**config.mk**
```make
export PLATFORM = sky130hd
export DESIGN_NAME = ccd_core
export DESIGN_NICKNAME = d
export VERILOG_FILES = /design/src/core/ccd_pkg.sv /design/src/core/ccd_core.sv
export SDC_FILE = /design/constraint.sdc
export NUM_CORES = 2
export LEC_CHECK = 0
export BUFFER_PORTS_ARGS = -buffer_cell sky130_fd_sc_hd__buf_4
export CAP_MARGIN = 20
export CORE_ASPECT_RATIO = 0.8
export CORE_MARGIN = 5
export CORE_UTILIZATION = 50
export CTS_BUF_LIST = sky130_fd_sc_hd__clkbuf_16
export CTS_CLUSTER_DIAMETER = 50
export DETAILED_ROUTE_END_ITERATION = 16
export GPL_TIMING_DRIVEN = 0
export PLACE_DENSITY = 0.67
export REMOVE_ABC_BUFFERS = 1
export SYNTH_ARGS = -nofsm -noshare
export SYNTH_HDL_FRONTEND = slang
export SYNTH_SLANG_ARGS = --single-unit
```
**constraint.sdc**
```tcl
create_clock -name clk -period 4.5 [get_ports clk]
set_input_delay 0.225 -clock clk [delete_from_list [all_inputs] [get_ports clk]]
set_output_delay 0.225 -clock clk [all_outputs]
set_load 0.1 [all_outputs]
```
**src/core/ccd_pkg.sv**
```systemverilog
// Constants and types for the core execution datapath
package ccd_pkg;
    localparam int unsigned REG_COUNT     = 32;
    localparam int unsigned DATA_WIDTH    = 8;
    localparam int unsigned ADDR_WIDTH    = 16;
    localparam logic [4:0]  PTR_X_LOW     = 5'h1A;
    localparam logic [4:0]  PTR_Y_LOW     = 5'h1C;
    localparam logic [4:0]  PTR_Z_LOW     = 5'h1E;
    localparam logic [15:0] PC_RESET      = 16'h0000;
    localparam logic [15:0] INSTR_RESET   = 16'h0000;
    localparam logic [7:0]  BYTE_ZERO     = 8'h00;
    localparam logic [15:0] PC_STEP       = 16'h0001;
    // Status flag positions
    localparam int unsigned FLAG_C        = 0;
    localparam int unsigned FLAG_Z        = 1;
    localparam int unsigned FLAG_N        = 2;
    localparam int unsigned FLAG_V        = 3;
    localparam int unsigned FLAG_S        = 4;
    localparam int unsigned FLAG_H        = 5;
    // Instruction word layout: op[15:12] d[11:7] r[6:2] sel[1:0]
    // Immediate forms: op[15:12] d[11:8] imm[7:0], target is 16 + d
    typedef enum logic [3:0] {
        CCD_OP_NOP  = 4'h0,
        CCD_OP_ADD  = 4'h1,
        CCD_OP_SUB  = 4'h2,
        CCD_OP_AND  = 4'h3,
        CCD_OP_OR   = 4'h4,
        CCD_OP_XOR  = 4'h5,
        CCD_OP_MOV  = 4'h6,
        CCD_OP_ADDI = 4'h7,
        CCD_OP_SUBI = 4'h8,
        CCD_OP_ANDI = 4'h9,
        CCD_OP_LDI  = 4'hA,
        CCD_OP_UNRY = 4'hB,
        CCD_OP_LD   = 4'hC,
        CCD_OP_ST   = 4'hD,
        CCD_OP_LPM  = 4'hE,
        CCD_OP_RSV  = 4'hF
    } ccd_op_type;
    typedef enum logic [1:0] {
        CCD_UN_INC = 2'b00,
        CCD_UN_DEC = 2'b01,
        CCD_UN_COM = 2'b10,
        CCD_UN_NEG = 2'b11
    } ccd_unary_type;
    typedef enum logic [1:0] {
        CCD_PTR_X = 2'b00,
        CCD_PTR_Y = 2'b01,
        CCD_PTR_Z = 2'b10,
        CCD_PTR_R = 2'b11
    } ccd_ptr_type;
    typedef enum logic [0:0] {
        CCD_ST_FILL = 1'b0,
        CCD_ST_RUN  = 1'b1
    } ccd_state_type;
endpackage : ccd_pkg

```
**src/core/ccd_core.sv**
```systemverilog
// Single-issue execution datapath with split program and data buses
//
// Overview of operation
// - Separate program and data buses, both usable in the same cycle.
// - Next instruction is fetched while the current one executes.
// - Single-cycle instructions complete one per clock.
// - Thirty-two 8-bit registers, each read or written in one cycle.
// - ALU reads two operands, computes, writes back in one cycle.
// - Six registers pair into three 16-bit data-space pointers.
// - One pointer pair also addresses program memory for table reads.
// - ALU does register-register, register-immediate and unary operations.
// - Status flags update after each arithmetic operation.
// - Pointer pairs are built from registers 26 to 31.
// - Sign flag always equals negative xor overflow.
`timescale 1ns/1ps
module ccd_core
    import ccd_pkg::*;
#(
    parameter int unsigned NUM_REGS = REG_COUNT
) (
    input  wire logic                  clk,
    input  wire logic                  sys_rst,
    output logic [ADDR_WIDTH-1:0]      prog_addr,
    input  wire logic [15:0]           prog_data,
    output logic [ADDR_WIDTH-1:0]      data_addr,
    output logic [DATA_WIDTH-1:0]      data_wdata,
    output logic                       data_we,
    output logic                       data_re,
    input  wire logic [DATA_WIDTH-1:0] data_rdata,
    output logic [7:0]                 status_flags,
    output logic                       instr_done
);
    if (NUM_REGS != REG_COUNT) begin : g_reg_count_check
        $error("ccd_core supports exactly 32 registers");
    end

    // ------------------------------------------------------------
    // State
    // ------------------------------------------------------------
    typedef struct packed {
        ccd_state_type                        phase;
        logic [ADDR_WIDTH-1:0]                pc;
        logic [15:0]                          instr;
        logic [NUM_REGS-1:0][DATA_WIDTH-1:0]  regs;
        logic [7:0]                           sreg;
        logic                                 load_pend;
        logic                                 lpm_pend;
        logic                                 lpm_high;
        logic [4:0]                           load_dst;
        logic [ADDR_WIDTH-1:0]                prog_addr;
        logic [ADDR_WIDTH-1:0]                data_addr;
        logic [DATA_WIDTH-1:0]                data_wdata;
        logic                                 data_we;
        logic                                 data_re;
        logic                                 done;
    } ccd_core_type;

    ccd_core_type cur;
    ccd_core_type next_cur;

    // ------------------------------------------------------------
    // Decode and execute
    // ------------------------------------------------------------
    ccd_op_type            op;
    logic [4:0]            rd;
    logic [4:0]            rr;
    logic [4:0]            rd_imm;
    logic [7:0]            imm;
    logic [7:0]            opa;
    logic [7:0]            opb;
    logic [8:0]            sum;
    logic [7:0]            res;
    logic                  wr_en;
    logic [4:0]            wr_idx;
    logic                  arith;
    logic                  logic_op;
    logic                  sub_op;
    logic                  half;
    logic                  ovf;
    logic [ADDR_WIDTH-1:0] ptr;
    logic [ADDR_WIDTH-1:0] ptr_x;
    logic [ADDR_WIDTH-1:0] ptr_y;
    logic [ADDR_WIDTH-1:0] ptr_z;

    assign op     = ccd_op_type'(cur.instr[15:12]);
    assign rd     = cur.instr[11:7];
    assign rr     = cur.instr[6:2];
    assign rd_imm = {1'b1, cur.instr[11:8]};
    assign imm    = {cur.instr[7:0]};

    assign ptr_x = {cur.regs[PTR_X_LOW + 5'h01], cur.regs[PTR_X_LOW]};
    assign ptr_y = {cur.regs[PTR_Y_LOW + 5'h01], cur.regs[PTR_Y_LOW]};
    assign ptr_z = {cur.regs[PTR_Z_LOW + 5'h01], cur.regs[PTR_Z_LOW]};

    always_comb begin
        unique case (ccd_ptr_type'(cur.instr[1:0]))
            CCD_PTR_X: ptr = ptr_x;
            CCD_PTR_Y: ptr = ptr_y;
            CCD_PTR_Z: ptr = ptr_z;
            CCD_PTR_R: ptr = ptr_z;
        endcase
    end

    always_comb begin
        opa      = cur.regs[rd];
        opb      = cur.regs[rr];
        wr_idx   = rd;
        wr_en    = 1'b0;
        arith    = 1'b0;
        logic_op = 1'b0;
        sub_op   = 1'b0;
        res      = BYTE_ZERO;
        unique case (op)
            CCD_OP_ADDI, CCD_OP_SUBI, CCD_OP_ANDI, CCD_OP_LDI: begin
                opa    = cur.regs[rd_imm];
                opb    = imm;
                wr_idx = rd_imm;
            end
            CCD_OP_UNRY: begin
                unique case (ccd_unary_type'(cur.instr[1:0]))
                    CCD_UN_INC: opb = 8'h01;
                    CCD_UN_DEC: opb = 8'h01;
                    CCD_UN_COM: opb = 8'hFF;
                    CCD_UN_NEG: begin
                        opb = opa;
                        opa = BYTE_ZERO;
                    end
                endcase
            end
            default: begin
            end
        endcase
        unique case (op)
            CCD_OP_SUB, CCD_OP_SUBI: sub_op = 1'b1;
            CCD_OP_UNRY: sub_op = cur.instr[0];
            default: sub_op = 1'b0;
        endcase
        sum = sub_op ? ({1'b0, opa} - {1'b0, opb})
                     : ({1'b0, opa} + {1'b0, opb});
        unique case (op)
            CCD_OP_ADD, CCD_OP_SUB, CCD_OP_ADDI, CCD_OP_SUBI: begin
                res = sum[7:0];
                wr_en = 1'b1;
                arith = 1'b1;
            end
            CCD_OP_UNRY: begin
                res = (cur.instr[1:0] == CCD_UN_COM) ? (opa ^ opb) : sum[7:0];
                wr_en = 1'b1;
                arith = (cur.instr[1:0] != CCD_UN_COM);
                logic_op = (cur.instr[1:0] == CCD_UN_COM);
            end
            CCD_OP_AND, CCD_OP_ANDI: begin
                res = opa & opb;
                wr_en = 1'b1;
                logic_op = 1'b1;
            end
            CCD_OP_OR: begin
                res = opa | opb;
                wr_en = 1'b1;
                logic_op = 1'b1;
            end
            CCD_OP_XOR: begin
                res = opa ^ opb;
                wr_en = 1'b1;
                logic_op = 1'b1;
            end
            CCD_OP_MOV: begin
                res = opb;
                wr_en = 1'b1;
            end
            CCD_OP_LDI: begin
                res = opb;
                wr_en = 1'b1;
            end
            default: begin
            end
        endcase
        half = sub_op ? ((~opa[3] & opb[3]) | (opb[3] & res[3]) | (res[3] & ~opa[3]))
                      : ((opa[3] & opb[3]) | (opb[3] & ~res[3]) | (~res[3] & opa[3]));
        ovf  = sub_op ? ((opa[7] & ~opb[7] & ~res[7]) | (~opa[7] & opb[7] & res[7]))
                      : ((opa[7] & opb[7] & ~res[7]) | (~opa[7] & ~opb[7] & res[7]));
    end

    // ------------------------------------------------------------
    // Next state
    // ------------------------------------------------------------
    always_comb begin
        next_cur            = cur;
        next_cur.data_we    = 1'b0;
        next_cur.data_re    = 1'b0;
        next_cur.done       = 1'b0;
        next_cur.load_pend  = 1'b0;
        next_cur.lpm_pend   = 1'b0;
        // Results of last cycle's data or table read land here
        if (cur.load_pend) begin
            next_cur.regs[cur.load_dst] = data_rdata;
        end
        if (cur.lpm_pend) begin
            next_cur.regs[cur.load_dst] = cur.lpm_high ? prog_data[15:8]
                                                       : prog_data[7:0];
        end
        unique case (cur.phase)
            CCD_ST_FILL: begin
                next_cur.phase     = CCD_ST_RUN;
                next_cur.pc        = cur.pc + PC_STEP;
                next_cur.prog_addr = cur.pc + PC_STEP;
                next_cur.instr     = prog_data;
            end
            CCD_ST_RUN: begin
                if (op == CCD_OP_LPM) begin
                    // Program bus lent to the table read for one cycle
                    next_cur.prog_addr = {1'b0, ptr_z[15:1]};
                    next_cur.lpm_pend  = 1'b1;
                    next_cur.lpm_high  = ptr_z[0];
                    next_cur.load_dst  = rd;
                    next_cur.instr     = INSTR_RESET;
                    next_cur.done      = 1'b1;
                end else begin
                    // Fetch overlaps execute
                    if (!cur.lpm_pend) begin
                        next_cur.instr     = prog_data;
                        next_cur.pc        = cur.pc + PC_STEP;
                        next_cur.prog_addr = cur.pc + PC_STEP;
                    end else begin
                        next_cur.prog_addr = cur.pc;
                        next_cur.instr     = INSTR_RESET;
                    end
                    next_cur.done = !cur.lpm_pend;
                    if (wr_en) begin
                        next_cur.regs[wr_idx] = res;
                    end
                    if (op == CCD_OP_LD || op == CCD_OP_ST) begin
                        next_cur.data_addr  = ptr;
                        next_cur.data_wdata = opa;
                        next_cur.data_we    = (op == CCD_OP_ST);
                        next_cur.data_re    = (op == CCD_OP_LD);
                        next_cur.load_pend  = (op == CCD_OP_LD);
                        next_cur.load_dst   = rd;
                    end
                    if (arith || logic_op) begin
                        next_cur.sreg[FLAG_Z] = (res == BYTE_ZERO);
                        next_cur.sreg[FLAG_N] = res[7];
                        next_cur.sreg[FLAG_V] = arith ? ovf : 1'b0;
                        next_cur.sreg[FLAG_S] = res[7] ^ (arith ? ovf : 1'b0);
                        if (arith && !(op == CCD_OP_UNRY && !cur.instr[1])) begin
                            next_cur.sreg[FLAG_C] = sum[8];
                            next_cur.sreg[FLAG_H] = half;
                        end
                    end
                end
            end
        endcase
        if (sys_rst) begin
            next_cur           = '0;
            next_cur.phase     = CCD_ST_FILL;
            next_cur.pc        = PC_RESET;
            next_cur.prog_addr = PC_RESET;
            next_cur.instr     = INSTR_RESET;
        end
    end

    always_ff @(posedge clk) begin
        cur <= next_cur;
    end

    assign prog_addr    = cur.prog_addr;
    assign data_addr    = cur.data_addr;
    assign data_wdata   = cur.data_wdata;
    assign data_we      = cur.data_we;
    assign data_re      = cur.data_re;
    assign status_flags = cur.sreg;
    assign instr_done   = cur.done;
endmodule : ccd_core

```
# [Word-level counts from Yosys, hierarchy flattened]
# Index checks and enable logic that the tools add are counted.
[word_totals] reg_bits=345 in_bits=26 out_inout_bits=51 word_cells=190
[classes] add_sub_neg=3 order_cmp=7 eq_ne=19 n_mux=55 bitwise=32 n_reduce_logical=28
[op_table] cell="256-bit two-way mux" n=5
[op_table] cell="256-bit bitwise mux" n=3
[op_table] cell="348-bit two-way mux" n=1
[op_table] cell="8-bit binary-select mux with 5-bit select" n=2
[op_table] cell="8-bit demux with 5-bit select" n=2
[op_table] cell="16-bit two-way mux" n=4
[op_table] cell="8-bit two-way mux" n=8
[op_table] cell="32-bit case mux with 2 select lines" n=1
[op_table] cell="26-bit two-way mux" n=2
[op_table] cell="16-bit case mux with 3 select lines" n=1
[op_table] cell="8-bit case mux with 6 select lines" n=1
[op_table] cell="8-bit binary-select mux with 4-bit select" n=1
[op_table] cell="16-bit case mux with 2 select lines" n=1
[op_table] cell="8-bit case mux with 2 select lines" n=2
[op_table] cell="5-bit by 6-bit less-than comparator with 1-bit output (second input constant)" n=5
[op_table] cell="4-bit == test (second input constant)" n=7
[op_table] cell="27-bit two-way mux" n=1
[op_table] cell="8-bit case mux with 3 select lines" n=1
[op_table] cell="21-bit two-way mux" n=1
[op_table] cell="16-bit by 1-bit adder with 16-bit output (second input constant)" n=1
[op_table] cell="4-bit by 3-bit == test with 1-bit output (second input constant)" n=4
[op_table] cell="4-bit OR reduction" n=4
[op_table] cell="1-bit AND" n=14
[op_table] cell="14-bit two-way mux" n=1
[op_table] cell="other kinds (32)" n=71

# [Depth between registers and ports, before layout]
[logic_depth] ltp_word=18 mapped_depth=23

# [Least setup slack after synthesis]
# Ideal clock, no wire load.
[synth_path] kind="reg2reg" startpoint="register cur[324] in the netlist's numbering" endpoint="register cur[193] in the netlist's numbering" arrival_ps=4758 slack_ps=-385 path_stages_with_launch=24 path_buffers=8 synth_period_minus_slack_ps=4885 cell_sequence="dfxtp_1 buf_4 buf_4 buf_6 buf_4 buf_2 buf_2 buf_4 mux4_2 mux4_2 a21oi_1 ha_1 inv_1 fa_1 a21o_1 a21oi_1 o21bai_1 a21oi_1 xnor2_1 a221oi_1 o21ai_1 buf_2 a21oi_1 nor2_1"
[synth_between] elab_chain_len=12 word_cells_on_any_way=26 classes_between="add/sub (2); order compare (2); mux (18); bitwise (3); reduce/logical (1)"
[synth_rtl] element="start: declaration" line="ccd_core.sv:58" rtl="ccd_core_type cur;"
[synth_rtl] element="start signal: assignment" line="ccd_core.sv:263" rtl="cur <= next_cur;"
[synth_rtl] element="8-bit binary-select mux with 5-bit select" line="ccd_core.sv:105" rtl="opa = cur.regs[rd];"
[synth_rtl] element="8-bit two-way mux (implied by the code)" line="ccd_core.sv:105"
[synth_rtl] element="8-bit case mux with 3 select lines / 8-bit two-way mux (equally long branches)" line="ccd_core.sv:120" rtl="unique case (ccd_unary_type'(cur.instr[1:0]))"
[synth_rtl] element="8-bit case mux with 2 select lines" line="ccd_core.sv:113" rtl="unique case (op)"
[synth_rtl] element="8-bit by 8-bit adder with 9-bit output / 8-bit by 8-bit subtractor with 9-bit output (equally long branches)" line="ccd_core.sv:139, ccd_core.sv:138"
[synth_rtl] element="9-bit two-way mux" line="ccd_core.sv:138" rtl="sum = sub_op ? ({1'b0, opa} - {1'b0, opb})"
[synth_rtl] element="8-bit two-way mux" line="ccd_core.sv:147" rtl="res = (cur.instr[1:0] == CCD_UN_COM) ? (opa ^ opb) : sum[7:0];"
[synth_rtl] element="8-bit case mux with 6 select lines" line="ccd_core.sv:140" rtl="unique case (op)"
[synth_rtl] element="256-bit bitwise mux *" line="ccd_core.sv:230" rtl="next_cur.regs[wr_idx] = res;"
[synth_rtl] element="256-bit two-way mux *" line="ccd_core.sv:229" rtl="if (wr_en) begin"
[synth_rtl] element="256-bit two-way mux *" line="ccd_core.sv:210" rtl="if (op == CCD_OP_LPM) begin"
[synth_rtl] element="256-bit two-way mux *" line="ccd_core.sv:202" rtl="unique case (cur.phase)"
# Every way passes the cells marked *; elsewhere a longest branch is shown, timed or not. The select of a mux whose other input is x is not followed.
# A chain may end at the register's enable or synchronous reset.

# [Worst setup path in the final report]
[layout_path] startpoint="register cur[323] in the netlist's numbering" endpoint="register cur (netlist bit status_flags[3])"
[layout_between] elab_chain_len=13 word_cells_on_any_way=31 classes_between="add/sub (2); mux (13); bitwise (16)"
[layout_rtl] element="8-bit binary-select mux with 5-bit select" line="ccd_core.sv:105"
[layout_rtl] element="8-bit two-way mux (implied by the code)" line="ccd_core.sv:105"
[layout_rtl] element="8-bit two-way mux" line="ccd_core.sv:120"
[layout_rtl] element="8-bit case mux with 2 select lines *" line="ccd_core.sv:113"
[layout_rtl] element="via opa[7]" line="ccd_core.sv:69" rtl="logic [7:0] opa;"
[layout_rtl] element="8-bit by 8-bit adder with 9-bit output / 8-bit by 8-bit subtractor with 9-bit output (equally long branches)" line="ccd_core.sv:139, ccd_core.sv:138"
[layout_rtl] element="9-bit two-way mux" line="ccd_core.sv:138"
[layout_rtl] element="8-bit two-way mux" line="ccd_core.sv:147"
[layout_rtl] element="8-bit case mux with 6 select lines" line="ccd_core.sv:140"
[layout_rtl] element="1-bit inverter" line="ccd_core.sv:180, ccd_core.sv:181"
[layout_rtl] element="1-bit AND (on tied branches)" line="ccd_core.sv:181, ccd_core.sv:180"
[layout_rtl] element="1-bit OR (on tied branches)" line="ccd_core.sv:181, ccd_core.sv:180"
[layout_rtl] element="1-bit two-way mux *" line="ccd_core.sv:180" rtl="ovf = sub_op ? ((opa[7] & ~opb[7] & ~res[7]) | (~opa[7] & opb[7] & res[7]))"
[layout_rtl] element="1-bit two-way mux *" line="ccd_core.sv:243" rtl="next_cur.sreg[FLAG_V] = arith ? ovf : 1'b0;"
# Mark *: on every way through the listed nets, which the timed path passes. The rest lies on a longest branch. The select of a mux whose other input is x is not followed.

==> metrics.md <==
| Metric | Value |
|---|---|
| Outcome | `complete, but fails checks` |
| Failing checks | `setup timing` |
| Multi-input logic area | `17500 µm²` |
| CTS tree | `yes` |
| Synth top cells by count | `nor2_1 (583), dfxtp_1 (345), mux2i_1 (319)` |
| Power Total | `0.00906 W` |
| Post-synth top area cell | `dfxtp_1` |
| PwrDens | `308 nW/µm²` |
| Placed insts | `3483` |
| Worst-Margin Slew | `1310 ps` |
| Total Wirelength | `111 mm` |
| Unrepaired setup endpoints after global routing | `yes` |
| Detailed-route via count | `26178` |
| Filler cell count | `4428` |
| DP HPWL | `68.0 mm` |
| Post-synth EDFFs | `0` |
| Setup ws final | `-619 ps` |
| Worst setup EP type | `flop` |
| Largest stage delay, worst path | `770 ps` |
| Clock Sinks | `345` |
| Port-buffer cells | `74` |
| Final instance count without filler cells | `3674` |
| Post-synthesis instance area | `25500 µm²` |
| GRT busiest layer | `met2` |
| Arrival time worst endpoint | `5600 ps` |
| Clock slew at reported path FFs | `60 ps` |
| Vias in the first global route | `23760` |
| Crit path launch type | `flop` |
| Minimum clock period after layout | `5120 ps` |
| Area Overhead vs Synth | `15.5%` |
| VDD IR max | `241 µV` |
| Met1 usage | `46.8%` |
| DRT Pass-1 Iters | `6` |
| Synth Flop Type | `dfxtp_1` |
| Synth Area per Inst | `8.42 µm²` |
| YS warnings | `0` |
| FF/Latch Area | `6940 µm²` |
| H-tree depth | `2` |
| Met3 GRT Util | `16.9%` |
| GPL Wtd Cong | `1.03` |
| Die width | `262 µm` |
| Max Fclk | `195 MHz` |
| Largest net degree at the start of global routing | `126` |
| Residual DRC | `0` |
| Die area | `55600 µm²` |
| Met2 global-route usage | `52.7%` |
| HP Class | `input pin to flop` |
| Starting DRT DRC Count | `4320` |
| Top-area cell type share of the netlist area | `27.1%` |
| Count leader, synth | `nor2_1` |
| #FFs+latches synth | `345` |
| I/O pin count | `77` |
| Initial Util | `50.2%` |
| Total GRT Usage | `37.0%` |
| Total grt overflow | `0` |
| Setup TNS | `-76060 ps` |
| Synth unique cells | `85` |
| Final Hold Violating Endpoints | `0` |
| WL/cell | `30.1 µm` |
| Slowest CP cell | `o22ai_1` |
| Register area share after synthesis | `27.1%` |
| Share of cells above drive strength 1 | `20.4%` |
| Vias per cell | `7.13` |
| Later-pin clock latency in the skew report | `610 ps` |
| Root Buffer | `clkbuf_16` |
| Slew Viols, Final | `0` |
| Synth async-reset ratio | `0%` |
| Crit-path cells | `bufbuf_16 -> mux4_1 -> o22ai_1 -> a31o_2 -> nor4_1 -> a21oi_1 -> inv_1 -> ha_1 -> nand2_1 -> o221ai_1 -> a31o_1 -> a211o_4 -> buf_12 -> mux4_2 -> nand3_2 -> a21oi_2` |
| Top cells by area, synth | `dfxtp_1 (27%), mux2i_1 (13%), mux4_2 (12%)` |
| Max cap viols | `0` |
| Period utilisation layout | `114%` |
| Antenna violations before repair | `5` |
| Crit-path max FO | `26` |
| DRT antenna net count | `0` |
| First-pass GRT wire length | `157 mm` |
| DIE HEIGHT | `212 µm` |
| Setup violators final | `209` |
| FP Rows | `74` |
| Core Box Area | `50700 µm²` |
| Slew Limit Headroom | `12.4%` |
| CP Class | `flop to flop` |
| Post-Syn Instances | `3025` |
| Number of CTS-inserted buffers | `45` |
| CTS max path bufs | `3` |
| Nets | `3002` |
| Worst Path Required | `4980 ps` |
| Pleak | `10.4 nW` |
| Worst Clk Skew | `36.9 ps` |
| Pre-CTS setup slack | `-2170 ps` |
==> worst paths after layout <==
kind	startpoint	end	slack [ps]	cells past startpoint
min reg2reg	data_addr[13]	data_addr[13]	460	2
min	sys_rst	cur[270]	40	2
max reg2reg	cur[323]	status_flags[3]	-620	16
max	cur[323]	status_flags[3]	-620	16
==> area by class of cell <==
cell class	instances	area share [%]
Clock inverter	37	1.14
Inverter	26	0.332
Antenna cell	4	0.0340
Tap cell	684	2.91
Sequential cell	345	23.6
Multi-Input combinational cell	2324	59.6
Clock buffer	47	4.00
Timing Repair Buffer	207	8.37
==> sequential cells by signal, indices dropped and copies added (netlist names) <==
| signal | count |
|---|---|
| data_addr | 16 |
| data_re | 1 |
| prog_addr | 16 |
| data_wdata | 8 |
| status_flags | 6 |
| data_we | 1 |
| cur | 296 |
| instr_done | 1 |
==> layer usage <==
metal | vias to the layer above | part of all wire (%)
li1 | 10869 | -
met1 | 12587 | 36
met2 | 2150 | 40
met3 | 564 | 17
met4 | 8 | 6.9
met5 | - | 0.27
==> placed cells by master (no fill, tap or decap), drive strengths merged, types with 8 or more instances in the layout <==
cell type,synthesis,layout
or3,8,8
nand2b,11,11
nor2,583,583
a22oi,32,32
buf,126,179
mux2,44,44
a21oi,288,288
inv,26,44
nand3b,16,16
ha,26,26
o211ai,17,17
o21ai,88,88
xor2,15,15
dfxtp,345,345
a31oi,9,9
nor3,22,22
a22o,10,10
a211oi,224,224
and3,30,30
a21o,8,8
xnor2,15,15
nand2,211,211
and3b,8,8
clkinv,0,10
and2,14,14
nand3,54,54
a221oi,10,10
nor2b,16,16
dlygate4sd3,0,16
mux2i,319,319
nor3b,10,10
clkbuf,205,52
mux4,148,148
==> metrics by stage <==
stage               util, %  instance area [µm²]  hold slack (ps)
floorplan                 -                23800              294
global placement       49.7                25200              444
detailed placement     51.1                25900              449
CTS                    56.3                28600             71.3
global route           57.9                29400              122
finish                 58.0                29400             40.7
==> cells by family after synthesis <==
group / share of synthesized area, %
AOI/OAI and AO/OA: 18.9
xor gates and xnor gates: 1.03
adders and majority gates: 1.36
buffers and inverters: 6.87
DFF: 27.1
muxes: 27.7
other: 0.0147
and+or+nand+nor: 16.9
==> power breakdown <==
| group | switching (W) | total (W) | internal (W) |
|---|---|---|---|
| logic | 0.00139 | 0.00216 | 0.000769 |
| registers | 0.0000704 | 0.00316 | 0.00309 |
| clock network | 0.00160 | 0.00375 | 0.00215 |
==> worst max-delay path: cells and delay by family (launching register included) <==
kind / cells / cell delay (ps)
multiplexers: 2 / 1060
AO/OA/AOI/OAI: 7 / 2240
adder cells (fa/ha/maj): 1 / 290
AND/OR/NAND/NOR: 3 / 230
flip-flops: 1 / 450
buffers and inverters: 3 / 700
==> repair_timing <==
item	4_1_cts	5_1_grt
setup buffers	39	18
gates cloned	11	4
pin swaps	15	19
hold buffers	16	0
gates resized for setup	66	109
endpoints found under the setup margin	254	221
endpoints found under the hold margin	16	0
(Power assumes the default switching activity.)
